==> src/include/pwsc_map.svh <==
// register-free constant map of the pot wiper serial command decoder
`ifndef PWSC_MAP_SVH
`define PWSC_MAP_SVH

// ---------------------------------------------------------------
// frame identifier and opcodes
// ---------------------------------------------------------------
`define PWSC_DEV_ID      7'h2E
`define PWSC_OP_RD_LIVE   4'h9
`define PWSC_OP_WR_LIVE   4'hA
`define PWSC_OP_RD_STORED 4'hB
`define PWSC_OP_WR_STORED 4'hC
`define PWSC_OP_D2W      4'hD
`define PWSC_OP_W2D      4'hE
`define PWSC_OP_STEP     8'h20
`define PWSC_OP_STAT     8'h51

// ---------------------------------------------------------------
// field positions and reset values
// ---------------------------------------------------------------
`define PWSC_OPC_HI      7
`define PWSC_OPC_LO      4
`define PWSC_SEL_HI      3
`define PWSC_SEL_LO      2
`define PWSC_WIPER_MAX   6'h3F
`define PWSC_WIPER_RST   6'h00
`define PWSC_STORED_RST  6'h00

// ---------------------------------------------------------------
// timing
// ---------------------------------------------------------------
`define PWSC_CLK_MHZ     125
`define PWSC_T_WR_US     10000
`define PWSC_NV_CYCLES   (`PWSC_T_WR_US * `PWSC_CLK_MHZ)

`endif

==> src/include/pwsc_pkg.sv <==
// types of the pot wiper serial command decoder
`default_nettype none
package pwsc_pkg;

  typedef logic [20:0] pwsc_busy_t;
  typedef logic [5:0]  pwsc_pos_t;

  typedef enum logic [2:0] {
    PWSC_IDLE = 3'h0,
    PWSC_ADDR = 3'h1,
    PWSC_OPC  = 3'h3,
    PWSC_DATA = 3'h2,
    PWSC_RD   = 3'h6,
    PWSC_STEP = 3'h7,
    PWSC_XFER = 3'h5,
    PWSC_WAIT = 3'h4
  } pwsc_state_e;

  typedef struct packed {
    pwsc_state_e        state;
    logic [2:0]         bit_cnt;
    logic [7:0]         shift;
    logic [7:0]         opcode;
    logic [7:0]         out_sh;
    logic               so;
    logic               so_oe;
    pwsc_pos_t          wiper;
    pwsc_pos_t [3:0]    stored;
    pwsc_busy_t         busy_cnt;
    logic               busy;
  } pwsc_core_s;

  typedef struct packed {
    logic [1:0] cs_sy;
    logic [1:0] sck_sy;
    logic [1:0] si_sy;
    logic [1:0] a_sy;
    logic       cs_d;
    logic       sck_d;
    logic       start_stb;
    logic       end_stb;
    logic       bit_stb;
    logic       bit_val;
    logic       fall_stb;
    logic       addr_lvl;
  } pwsc_rx_s;

endpackage
`default_nettype wire

==> src/include/pwsc_link_if.sv <==
// events from the serial front end to the command core
`timescale 1ns/10ps
`default_nettype none
interface pwsc_link_if;
  logic start_stb;
  logic end_stb;
  logic bit_stb;
  logic bit_val;
  logic fall_stb;
  logic addr_lvl;

  modport rx   (output start_stb, end_stb, bit_stb, bit_val, fall_stb, addr_lvl);
  modport core (input  start_stb, end_stb, bit_stb, bit_val, fall_stb, addr_lvl);
endinterface
`default_nettype wire

==> src/logic/pwsc_rx.sv <==
// serial front end: pin synchronisers and frame/clock edge events
`timescale 1ns/10ps
`default_nettype none
module pwsc_rx (
  input  wire logic  clk_sys_in,
  input  wire logic  arst_n_in,
  input  wire logic  cs_n_in,
  input  wire logic  sck_in,
  input  wire logic  si_in,
  input  wire logic  addr_in,
  pwsc_link_if.rx    lnk
);

  pwsc_pkg::pwsc_rx_s r_r;
  pwsc_pkg::pwsc_rx_s r_nxt;

  // ---------------------------------------------------------------
  // two-stage synchronisers, edges seen only on the second stage
  // ---------------------------------------------------------------
  always_comb begin
    r_nxt           = r_r;
    r_nxt.cs_sy     = {r_r.cs_sy[0], cs_n_in};
    r_nxt.sck_sy    = {r_r.sck_sy[0], sck_in};
    r_nxt.si_sy     = {r_r.si_sy[0], si_in};
    r_nxt.a_sy      = {r_r.a_sy[0], addr_in};
    r_nxt.cs_d      = r_r.cs_sy[1];
    r_nxt.sck_d     = r_r.sck_sy[1];
    r_nxt.start_stb = r_r.cs_d & ~r_r.cs_sy[1];
    r_nxt.end_stb   = ~r_r.cs_d & r_r.cs_sy[1];
    r_nxt.bit_stb   = ~r_r.cs_sy[1] & ~r_r.sck_d & r_r.sck_sy[1];
    r_nxt.fall_stb  = ~r_r.cs_sy[1] & r_r.sck_d & ~r_r.sck_sy[1];
    // si is delayed like sck, so it is sampled as of the rising edge
    r_nxt.bit_val   = r_r.si_sy[1];
    r_nxt.addr_lvl  = r_r.a_sy[1];
  end

  always_ff @(posedge clk_sys_in or negedge arst_n_in) begin
    if (!arst_n_in) begin
      r_r       <= '0;
      r_r.cs_sy <= 2'h3;
      r_r.cs_d  <= 1'h1;
    end else begin
      r_r <= r_nxt;
    end
  end

  assign lnk.start_stb = r_r.start_stb;
  assign lnk.end_stb   = r_r.end_stb;
  assign lnk.bit_stb   = r_r.bit_stb;
  assign lnk.bit_val   = r_r.bit_val;
  assign lnk.fall_stb  = r_r.fall_stb;
  assign lnk.addr_lvl  = r_r.addr_lvl;

endmodule // pwsc_rx
`default_nettype wire

==> src/logic/pwsc_top.sv <==
// command core of the single pot wiper serial command decoder
`include "pwsc_map.svh"
`timescale 1ns/10ps
`default_nettype none
module pwsc_top #(
  parameter int unsigned NV_WRITE_CYCLES = `PWSC_NV_CYCLES
) (
  input  wire logic        clk_sys_in,
  input  wire logic        arst_n_in,
  input  wire logic        cs_n_in,
  input  wire logic        sck_in,
  input  wire logic        si_in,
  input  wire logic        addr_select_pin_in,
  output logic             so_out,
  output logic             so_oe_out,
  output logic [5:0]       live_wiper_out,
  output logic             write_busy_out
);

  if (NV_WRITE_CYCLES < 16 || NV_WRITE_CYCLES > 32'h001FFFFF) begin : g_bad_cycles
    $error("NV_WRITE_CYCLES out of range for the busy counter");
  end

  pwsc_link_if lnk ();

  pwsc_rx u_rx (
    .clk_sys_in (clk_sys_in),
    .arst_n_in  (arst_n_in),
    .cs_n_in    (cs_n_in),
    .sck_in     (sck_in),
    .si_in      (si_in),
    .addr_in    (addr_select_pin_in),
    .lnk        (lnk)
  );

  // ---------------------------------------------------------------
  // opcode decode
  // ---------------------------------------------------------------
  function automatic pwsc_pkg::pwsc_state_e op_next(input logic [7:0] op);
    logic [3:0] hi;
    hi = op[`PWSC_OPC_HI:`PWSC_OPC_LO];
    op_next = pwsc_pkg::PWSC_WAIT;
    if (op == `PWSC_OP_STEP) begin
      op_next = pwsc_pkg::PWSC_STEP;
    end else if (op == `PWSC_OP_STAT) begin
      op_next = pwsc_pkg::PWSC_RD;
    end else if (op[1:0] == 2'h0) begin
      case (hi)
        `PWSC_OP_RD_LIVE, `PWSC_OP_RD_STORED: op_next = pwsc_pkg::PWSC_RD;
        `PWSC_OP_WR_LIVE, `PWSC_OP_WR_STORED: op_next = pwsc_pkg::PWSC_DATA;
        `PWSC_OP_D2W, `PWSC_OP_W2D:           op_next = pwsc_pkg::PWSC_XFER;
        default:                         op_next = pwsc_pkg::PWSC_WAIT;
      endcase
    end
  endfunction

  pwsc_pkg::pwsc_core_s st_r;
  pwsc_pkg::pwsc_core_s st_nxt;

  logic             nv_go;
  logic             xfer_d2w;
  logic             xfer_w2d;
  logic             stat_go;
  logic             step_bit;
  logic             addr_bad;
  logic [1:0]       sel_c;
  logic [7:0]       byte_c;
  logic [1:0]       new_sel;
  pwsc_pkg::pwsc_pos_t xfer_val;

  // ---------------------------------------------------------------
  // next state
  // ---------------------------------------------------------------
  always_comb begin
    st_nxt   = st_r;
    nv_go    = 1'h0;
    xfer_d2w = 1'h0;
    xfer_w2d = 1'h0;
    stat_go  = 1'h0;
    step_bit = 1'h0;
    addr_bad = 1'h0;
    sel_c    = st_r.opcode[`PWSC_SEL_HI:`PWSC_SEL_LO];
    xfer_val = st_r.stored[sel_c];
    byte_c   = {st_r.shift[6:0], lnk.bit_val};
    new_sel  = byte_c[`PWSC_SEL_HI:`PWSC_SEL_LO];

    if (st_r.busy_cnt != '0) begin
      st_nxt.busy_cnt = st_r.busy_cnt - 21'h000001;
    end

    if (lnk.start_stb) begin
      st_nxt.state   = pwsc_pkg::PWSC_ADDR;
      st_nxt.bit_cnt = 3'h0;
      st_nxt.so      = 1'h0;
      st_nxt.so_oe   = 1'h0;
    end else if (lnk.end_stb) begin
      // transfers act only once select rises on a complete opcode
      if (st_r.state == pwsc_pkg::PWSC_XFER) begin
        if (st_r.opcode[7:4] == `PWSC_OP_D2W) begin
          xfer_d2w     = 1'h1;
          st_nxt.wiper = xfer_val;
        end else if (!st_r.busy) begin
          xfer_w2d             = 1'h1;
          nv_go                = 1'h1;
          st_nxt.stored[sel_c] = st_r.wiper;
        end
      end
      st_nxt.state = pwsc_pkg::PWSC_IDLE;
      st_nxt.so    = 1'h0;
      st_nxt.so_oe = 1'h0;
    end else begin
      // output changes on the falling clock so it is stable at the rise
      if (lnk.fall_stb && st_r.state == pwsc_pkg::PWSC_RD) begin
        st_nxt.so     = st_r.out_sh[7];
        st_nxt.out_sh = {st_r.out_sh[6:0], 1'h0};
        st_nxt.so_oe  = 1'h1;
      end
      if (lnk.bit_stb) begin
        st_nxt.shift   = byte_c;
        st_nxt.bit_cnt = st_r.bit_cnt + 3'h1;
        case (st_r.state)
          pwsc_pkg::PWSC_ADDR: begin
            if (st_r.bit_cnt == 3'h7) begin
              if (byte_c[7:1] == `PWSC_DEV_ID && byte_c[0] == lnk.addr_lvl) begin
                st_nxt.state = pwsc_pkg::PWSC_OPC;
              end else begin
                addr_bad     = 1'h1;
                st_nxt.state = pwsc_pkg::PWSC_WAIT;
              end
            end
          end
          pwsc_pkg::PWSC_OPC: begin
            if (st_r.bit_cnt == 3'h7) begin
              st_nxt.opcode = byte_c;
              st_nxt.state  = op_next(byte_c);
              if (byte_c == `PWSC_OP_STAT) begin
                stat_go       = 1'h1;
                st_nxt.out_sh = {7'h00, st_r.busy};
              end else if (byte_c[7:4] == `PWSC_OP_RD_LIVE) begin
                st_nxt.out_sh = {2'h0, st_r.wiper};
              end else begin
                st_nxt.out_sh = {2'h0, st_r.stored[new_sel]};
              end
            end
          end
          pwsc_pkg::PWSC_DATA: begin
            if (st_r.bit_cnt == 3'h7) begin
              st_nxt.state = pwsc_pkg::PWSC_WAIT;
              if (st_r.opcode[7:4] == `PWSC_OP_WR_LIVE) begin
                st_nxt.wiper = byte_c[5:0];
              end else if (!st_r.busy) begin
                nv_go                = 1'h1;
                st_nxt.stored[sel_c] = byte_c[5:0];
              end
            end
          end
          pwsc_pkg::PWSC_STEP: begin
            step_bit = 1'h1;
            if (lnk.bit_val && st_r.wiper != `PWSC_WIPER_MAX) begin
              st_nxt.wiper = st_r.wiper + 6'h01;
            end else if (!lnk.bit_val && st_r.wiper != 6'h00) begin
              st_nxt.wiper = st_r.wiper - 6'h01;
            end
          end
          default: ;
        endcase
      end
    end

    if (nv_go) begin
      st_nxt.busy_cnt = pwsc_pkg::pwsc_busy_t'(NV_WRITE_CYCLES);
    end
    st_nxt.busy = (st_nxt.busy_cnt != '0);
  end

  always_ff @(posedge clk_sys_in or negedge arst_n_in) begin
    if (!arst_n_in) begin
      st_r        <= '0;
      st_r.state  <= pwsc_pkg::PWSC_IDLE;
      st_r.wiper  <= `PWSC_WIPER_RST;
      st_r.stored <= {4{`PWSC_STORED_RST}};
    end else begin
      st_r <= st_nxt;
    end
  end

  assign so_out         = st_r.so;
  assign so_oe_out      = st_r.so_oe;
  assign live_wiper_out = st_r.wiper;
  assign write_busy_out = st_r.busy;
endmodule // pwsc_top
`default_nettype wire

==> config.mk <==
export PLATFORM = sky130hd
export DESIGN_NAME = pwsc_top
export DESIGN_NICKNAME = d
export VERILOG_FILES = /design/src/include/pwsc_pkg.sv /design/src/include/pwsc_link_if.sv /design/src/logic/pwsc_rx.sv /design/src/logic/pwsc_top.sv
export VERILOG_INCLUDE_DIRS = /design/src /design/src/include
export SDC_FILE = /design/constraint.sdc
export NUM_CORES = 1
export LEC_CHECK = 0
export BUFFER_PORTS_ARGS = -buffer_cell sky130_fd_sc_hd__buf_2
export CAP_MARGIN = 10
export CORE_AREA = 2 2 117 119
export CTS_BUF_LIST = sky130_fd_sc_hd__clkbuf_8 sky130_fd_sc_hd__clkbuf_16
export CTS_CLUSTER_DIAMETER = 60
export CTS_CLUSTER_SIZE = 24
export DETAILED_ROUTE_END_ITERATION = 10
export DIE_AREA = 0 0 119 121
export MAX_ROUTING_LAYER = met4
export PLACE_DENSITY_LB_ADDON = 0.1
export SLEW_MARGIN = 10
export SYNTH_ARGS = -nofsm -noshare
export SYNTH_HDL_FRONTEND = slang
export SYNTH_SLANG_ARGS = --single-unit
==> constraint.sdc <==
create_clock -name clk_sys_in -period 4.25 [get_ports clk_sys_in]
set_input_delay 0.85 -clock clk_sys_in [delete_from_list [all_inputs] [get_ports clk_sys_in]]
set_output_delay 0.85 -clock clk_sys_in [all_outputs]
set_load 0.05 [all_outputs]
# After elaboration in Yosys (flattened, before gate mapping)

Index checks and enable logic that the tools add are counted.

Register bits after elaboration: 100
Latch bits: 0
RAM bits: 0
Memory bits (read-only): 0
Bits of input ports: 6
Output and inout port bits: 9
Logic and storage cells: 158
Memories: 0

Add/sub/neg operators: 4
$mul: 0
Divide/modulo/power cells: 0
$lt $le $gt $ge: 3
Eq/ne operators: 33
Shift-type cells: 0
Multiplexer cells: 52
Bitwise operators: 12
Reduce and logical (&&, ||, !) cells: 28

Operators with widths:

| cell                    | number |
|---|---|
| $mux W24                | 5 |
| $mux W30                | 4 |
| $mux W6                 | 10 |
| $bwmux W24              | 2 |
| $mux W21                | 2 |
| $reduce_bool A21 Y1     | 2 |
| $eq A4 B4 Y1 const B    | 8 |
| $mux W16                | 2 |
| $mux W32                | 1 |
| $mux W27                | 1 |
| $bmux W6 S2             | 2 |
| $mux W3                 | 8 |
| $sub A21 B1 Y21 const B | 1 |
| $pmux W3 S3             | 2 |
| $demux W6 S2            | 1 |
| $eq A3 B3 Y1 const B    | 4 |
| $ne A4 B2 Y1 const B    | 3 |
| $pmux W6 S2             | 1 |
| $mux W10                | 1 |
| $reduce_and A5 Y1       | 2 |
| $mux W1                 | 9 |
| $reduce_and A9 Y1       | 1 |
| $reduce_bool A3 Y1      | 3 |
| $eq A8 B6 Y1 const B    | 1 |
| 29 further kinds        | 56 |

# Logic depth before layout (Yosys ltp)

Depth in word-level cells: 12
Gate-level depth with buffers: 9
Gate-level depth less buffers: 9

# Modules after synthesis

A second synthesis with hierarchy kept.

Cell total of the unflattened synthesis: 479
Area, all modules: 4968.5 um2

By module, submodules not included:

| module   | times used | cells each | area each (um2) | seq. area each (um2) |
|---|---|---|---|---|
| pwsc_top | 1          | 459        | 4536.9          | 2026.9 |
| pwsc_rx  | 1          | 20         | 431.7           | 404.1 |

# Worst setup path before layout

OpenSTA, ideal clock, no wires.

Path type: reg2reg
Start point: reg st_r, in the netlist live_wiper_out[0]
End point: reg st_r, in the netlist live_wiper_out[5]
Data arrival time: 2.321 ns
Setup slack: 1.786 ns
Stages on the path, launching flop included: 10
Cells stage by stage: dfrtp_1 -> nand4_1 -> o21ai_0 -> ha_1 -> a21o_1 -> a21oi_1 -> o21bai_1 -> a21oi_1 -> mux2i_1 -> a31oi_1

Cells in the longest elaborated chain, start to end: 6

Ends and longest elaborated chain:

| what                                                  | line            | text |
|---|---|---|
| from (decl)                                           | pwsc_top.sv:57  | `pwsc_pkg::pwsc_core_s st_r;` |
| from (signal assigned)                                | pwsc_top.sv:183 | `st_r <= st_nxt;` |
| $sub A6 B1 Y6 / $ne A6 B6 Y1 (equally long branches)  | n/a             |  |
| $mux W6 / $logic_and A1 B1 Y1 (equally long branches) | n/a             |  |
| $mux W6                                               | pwsc_top.sv:159 | `` if (lnk.bit_val && st_r.wiper != `PWSC_WIPER_MAX) begin `` |
| $pmux W6 S2                                           | pwsc_top.sv:121 | `case (st_r.state)` |
| $mux W30                                              | pwsc_top.sv:118 | `if (lnk.bit_stb) begin` |
| $mux W32                                              | pwsc_top.sv:96  | `end else if (lnk.end_stb) begin` |

Parallel ways exist; a longest one is shown, timed or not. The select of a mux whose other input is x is not followed.
A chain may end at the register's enable or synchronous reset.

# Final worst setup path

Start point: reg u_rx.r_r, in the netlist u_rx.lnk.end_stb
End point: reg st_r[41] (netlist name)

Cells in the longest elaborated chain, start to end: 2

Ends and longest elaborated chain:

| what                                                  | line          | text |
|---|---|---|
| from (decl)                                           | pwsc_rx.sv:14 | `pwsc_pkg::pwsc_rx_s r_r;` |
| from (signal assigned)                                | pwsc_rx.sv:43 | `r_r <= r_nxt;` |
| $ne A2 B1 Y1 (no source line) (tied with other cells) | n/a           |  |
| $reduce_and A9 Y1 (no source line)                    | n/a           |  |

Parallel ways exist; a longest one is shown, timed or not.

==> run_results.csv <==
group,metric,value,unit
global_route,antenna_violations_before_repair,0,
worst_setup_path,timing.critical_path.cells,"nand4b_1 -> or4_1 -> nand2_1 -> nand3_1 -> nand2_1 -> o21ai_0",
die,design.core.area,13100,µm²
die,floorplan.initialDensity,39.4,%
global_route,maximum_number_of_pins_on_one_net_before_global_route_repair,79,
worst_setup_path,critical_path.endpoint_type,"flip-flop",
power,sequentialPowerShare,45.5,%
drt,finalWirelength,11700,µm
global_route,grt_use_total,18.2,%
global_route,via_count_of_the_first_global_routing_pass,3770,
power,power.net_switching,0.913,mW
die,design.die.area,14400,µm²
worst_setup_path,critical_path.reg2reg.startpoint,"u_rx.lnk.end_stb",
finish,area_delta_synth_final,10.1,%
clock_tree,cts_hold_buf,0,
finish,drive_gt1_share,16.8,%
die,fp.dieH,121,µm
worst_hold_path,class_of_the_tightest_hold_or_removal_check,"reg2reg",
sta,max_slew_margin,29.9,%
sta,setup_tns,0,ns
global_route,global_route.usage.met1,23.6,%
clock_tree,cts-buffers-inserted,9,
die,row_count,42,
run,cap_violations,0,
drt,first_pass_iters,5,
yosys,yosysSeqAreaShare,47.2,%
drt,drt-initial-drc-count,249,
worst_setup_path,worst_reg2reg_path_depth,6,
worst_setup_path,cpMaxStageDelayCell,"dfrtp_1",
clock_tree,clk-insertion-delay-late,0.35,ns
worst_setup_path,cp_max_fo,27,
power,static-leakage-power,2.44,nW
worst_setup_path,crit_path_start_kind,"flip-flop",
finish,antenna_cells_inserted,0,
placement,numPlacedInstances,653,
worst_setup_path,worst_ep_arrival_time,3.17,ns
worst_setup_path,cp_common_cell,"nand2_1",
sta,timing.hold.ws,0.347,ns
sta,fmaxAchievable,338,MHz
placement,io_buffer_count,14,
finish,most-common-layout-cells,"dfrtp_1, nor2_1, a21oi_1, nand2_1, mux2i_1",
power,cellPowerDensity,489,nW/µm²
global_route,grt_util_met2,28.4,%
finish,final_design_area_no_fill,5670,µm²
sta,period_share,69.7,%
yosys,synthArstFlopShare,100,%
placement,placed_instance_area,5340,µm²
drt,final_antenna_net_count,0,
die,die_width,119,µm
global_route,groute.layer.met3.usage,3.90,%
clock_tree,post_cts_resized,0,
yosys,synthesis.area_per_instance,10.5,µm²
placement,place_hpwl,8250,µm
yosys,synth_enable_flop_cells,0,
clock_tree,cts_buffer_depth,2,
worst_hold_path,holdCritStartpoint,"u_rx.r_nxt[9]",
worst_setup_path,regToRegSetupSlack,1.29,ns
yosys,ys_ff_latch,97,
clock_tree,cts_tree,"built",
finish,multi_input_gate_area_in_the_final_layout,2550,µm²
worst_setup_path,worst_path_largest_cell_delay,0.89,ns
finish,layout.filler_cells,1256,
drt,drc,0,
finish,finalNonFillerCells,669,
drt,vias_per_cell,5.60,
power,p_int,1.86,mW
yosys,post_synth_instance_area,5150,µm²
power,peak_ir_drop_on_the_vdd_network,0.000276,V
placement,place.gp.congestion,0.859,
die,boundaryPins,15,
drt,routed-via-count,3744,
yosys,yosys.cell_types.count,66,
power,power.clock.fraction,32.3,%
sta,timing.final.crit_period,2.96,ns
clock_tree,htree_levels,3,
finish,layout.nets,502,
sta,rsz0062_at_grt,"no",
worst_hold_path,min_path_cells,0,
worst_setup_path,worstSetupStartpoint,"u_rx.lnk.end_stb",
clock_tree,cts_num_sinks,97,
drt,routed_wire_per_std_cell,17.5,µm
worst_setup_path,criticalPathCategory,"reg2reg",
clock_tree,clkSlewWorstSetupHoldPaths,0.06,ns
yosys,syn-instance-count,490,
sta,timing_max_transition_violations_final,0,
worst_hold_path,timing.hold.worst_endpoint,"u_rx.r_nxt[0]",
yosys,ys.warnings.count,0,
sta,setup_violations,0,
sta,finalHoldViolCount,0,
power,pwr-share-comb,22.1,%
yosys,yosys_most_used_dff,"dfrtp_1",
outcome,status,"completed",
worst_setup_path,regToRegEndpoint,"st_r[41]",
yosys,synth.net_count,504,
global_route,grt_busiest_layer,"met2",
sta,worst_slew_pin_slew,1.04,ns
sta,worst_clock_skew,0.0109,ns
global_route,grt_first_pass_wirelength,19900,µm
finish,final_common_cell,"dfrtp_1",
clock_tree,root_buffer_master,"clkbuf_16",
power,switching_share,32.9,%
clock_tree,post-cts-setup-buffer-count,0,
worst_setup_path,worst-endpoint-required,4.46,ns
finish,area.sequential,2430,µm²
global_route,grt_remaining_overflow,0,
## how the worst max path moves through the flow
stage | endpoint | cells past startpoint
after floorplan | live_wiper_out[5] | 9
after global placement | st_r[44] | 6
after detailed placement | st_r[42] | 6
after CTS | st_r[41] | 6
after global routing | st_r[43] | 6
final | st_r[41] | 6
## sequential cells by signal (all words and copies together) (netlist names)
signal / count
byte_c: 7
st_r: 63
u_rx.lnk.end_stb: 1
live_wiper_out: 6
u_rx.lnk.bit_val: 1
write_busy_out: 1
u_rx.lnk.addr_lvl: 1
u_rx.lnk.bit_stb: 1
u_rx.lnk.fall_stb: 1
so_oe_out: 1
u_rx.lnk.start_stb: 1
sel_c: 2
u_rx.r_r: 2
so_out: 1
u_rx.r_nxt: 8
## synthesized netlist by cell type (all sizes together) (2+ instances only)
master	n	share of area [%]
dfrtp	94	46
nor2	55	4.2
a21oi	38	3.7
nand2	31	2.3
clkbuf	23	1.7
mux2i	23	4.5
o21ai	20	1.9
mux2	17	3.7
nor3	14	1.4
mux4	12	5.2
nand3	10	0.97
buf	9	1.1
nor4	9	1.6
ha	7	1.7
inv	7	0.51
nand2b	7	0.85
nor3b	7	1.1
o21a	7	1.0
or4	7	1.1
xor2	7	1.2
nand4	6	0.73
xnor2	6	1.0
a22o	5	0.85
nor2b	5	0.61
o221ai	5	0.85
a31oi	4	0.49
nand4b	4	0.68
o31ai	4	0.58
or2	4	0.49
or3	4	0.49
a21boi	3	0.51
and3	3	0.36
dfstp	3	1.5
nor4b	3	0.51
a21o	2	0.29
and2	2	0.24
and4b	2	0.39
o211ai	2	0.29
o41a	2	0.46
## metal layers
metal | share of wire, % | vias to the layer above
li1 | - | 1795
met1 | 47 | 1857
met2 | 48 | 82
met3 | 4.4 | 10
met4 | 1.0 | 0
met5 | 0 | -
## cell type report
cell class,instances,share of cell area [%]
clock buffers,11,4.46
clock inverters,5,1.39
inverters,7,0.463
multi-input cells,354,45.0
flip-flops and latches,97,42.9
well taps,176,3.88
repair buffers,19,1.94
## kinds of logic after synthesis
kind of cell / after synthesis / share of synthesized area [%]
fa+ha+maj: 8 / 2.09
buf+inv: 39 / 3.30
flops: 97 / 47.2
mux: 52 / 13.4
simple gates: 178 / 18.9
xor+xnor: 13 / 2.21
compound gates: 103 / 12.9
## power by group through the flow
| stage | registers, mW | logic (mW) | clock network [mW] |
|---|---|---|---|
| CTS | 1.26 | 0.612 | 0.928 |
| detailed placement | 1.27 | 0.609 | 0 |
| finish | 1.26 | 0.614 | 0.897 |
| global placement | 1.28 | 0.611 | 0 |
| floorplan | 1.16 | 0.538 | 0 |
| global route | 1.29 | 0.684 | 0.983 |
## worst max-delay path: cells and delay by family (launching register included)
kind	cells	cell delay, ns
simple gates	5	1.83
flops	1	0.89
compound gates	1	0.09
## metrics by stage
stage	utilization, %	power, mW	setup WS [ns]
floorplan	-	1.70	1.79
global placement	40.8	1.89	1.37
detailed placement	40.8	1.88	1.26
CTS	43.3	2.80	1.25
global route	43.3	2.95	0.890
finish	43.3	2.77	1.29
Note: power is estimated with default switching activity, not from simulation.
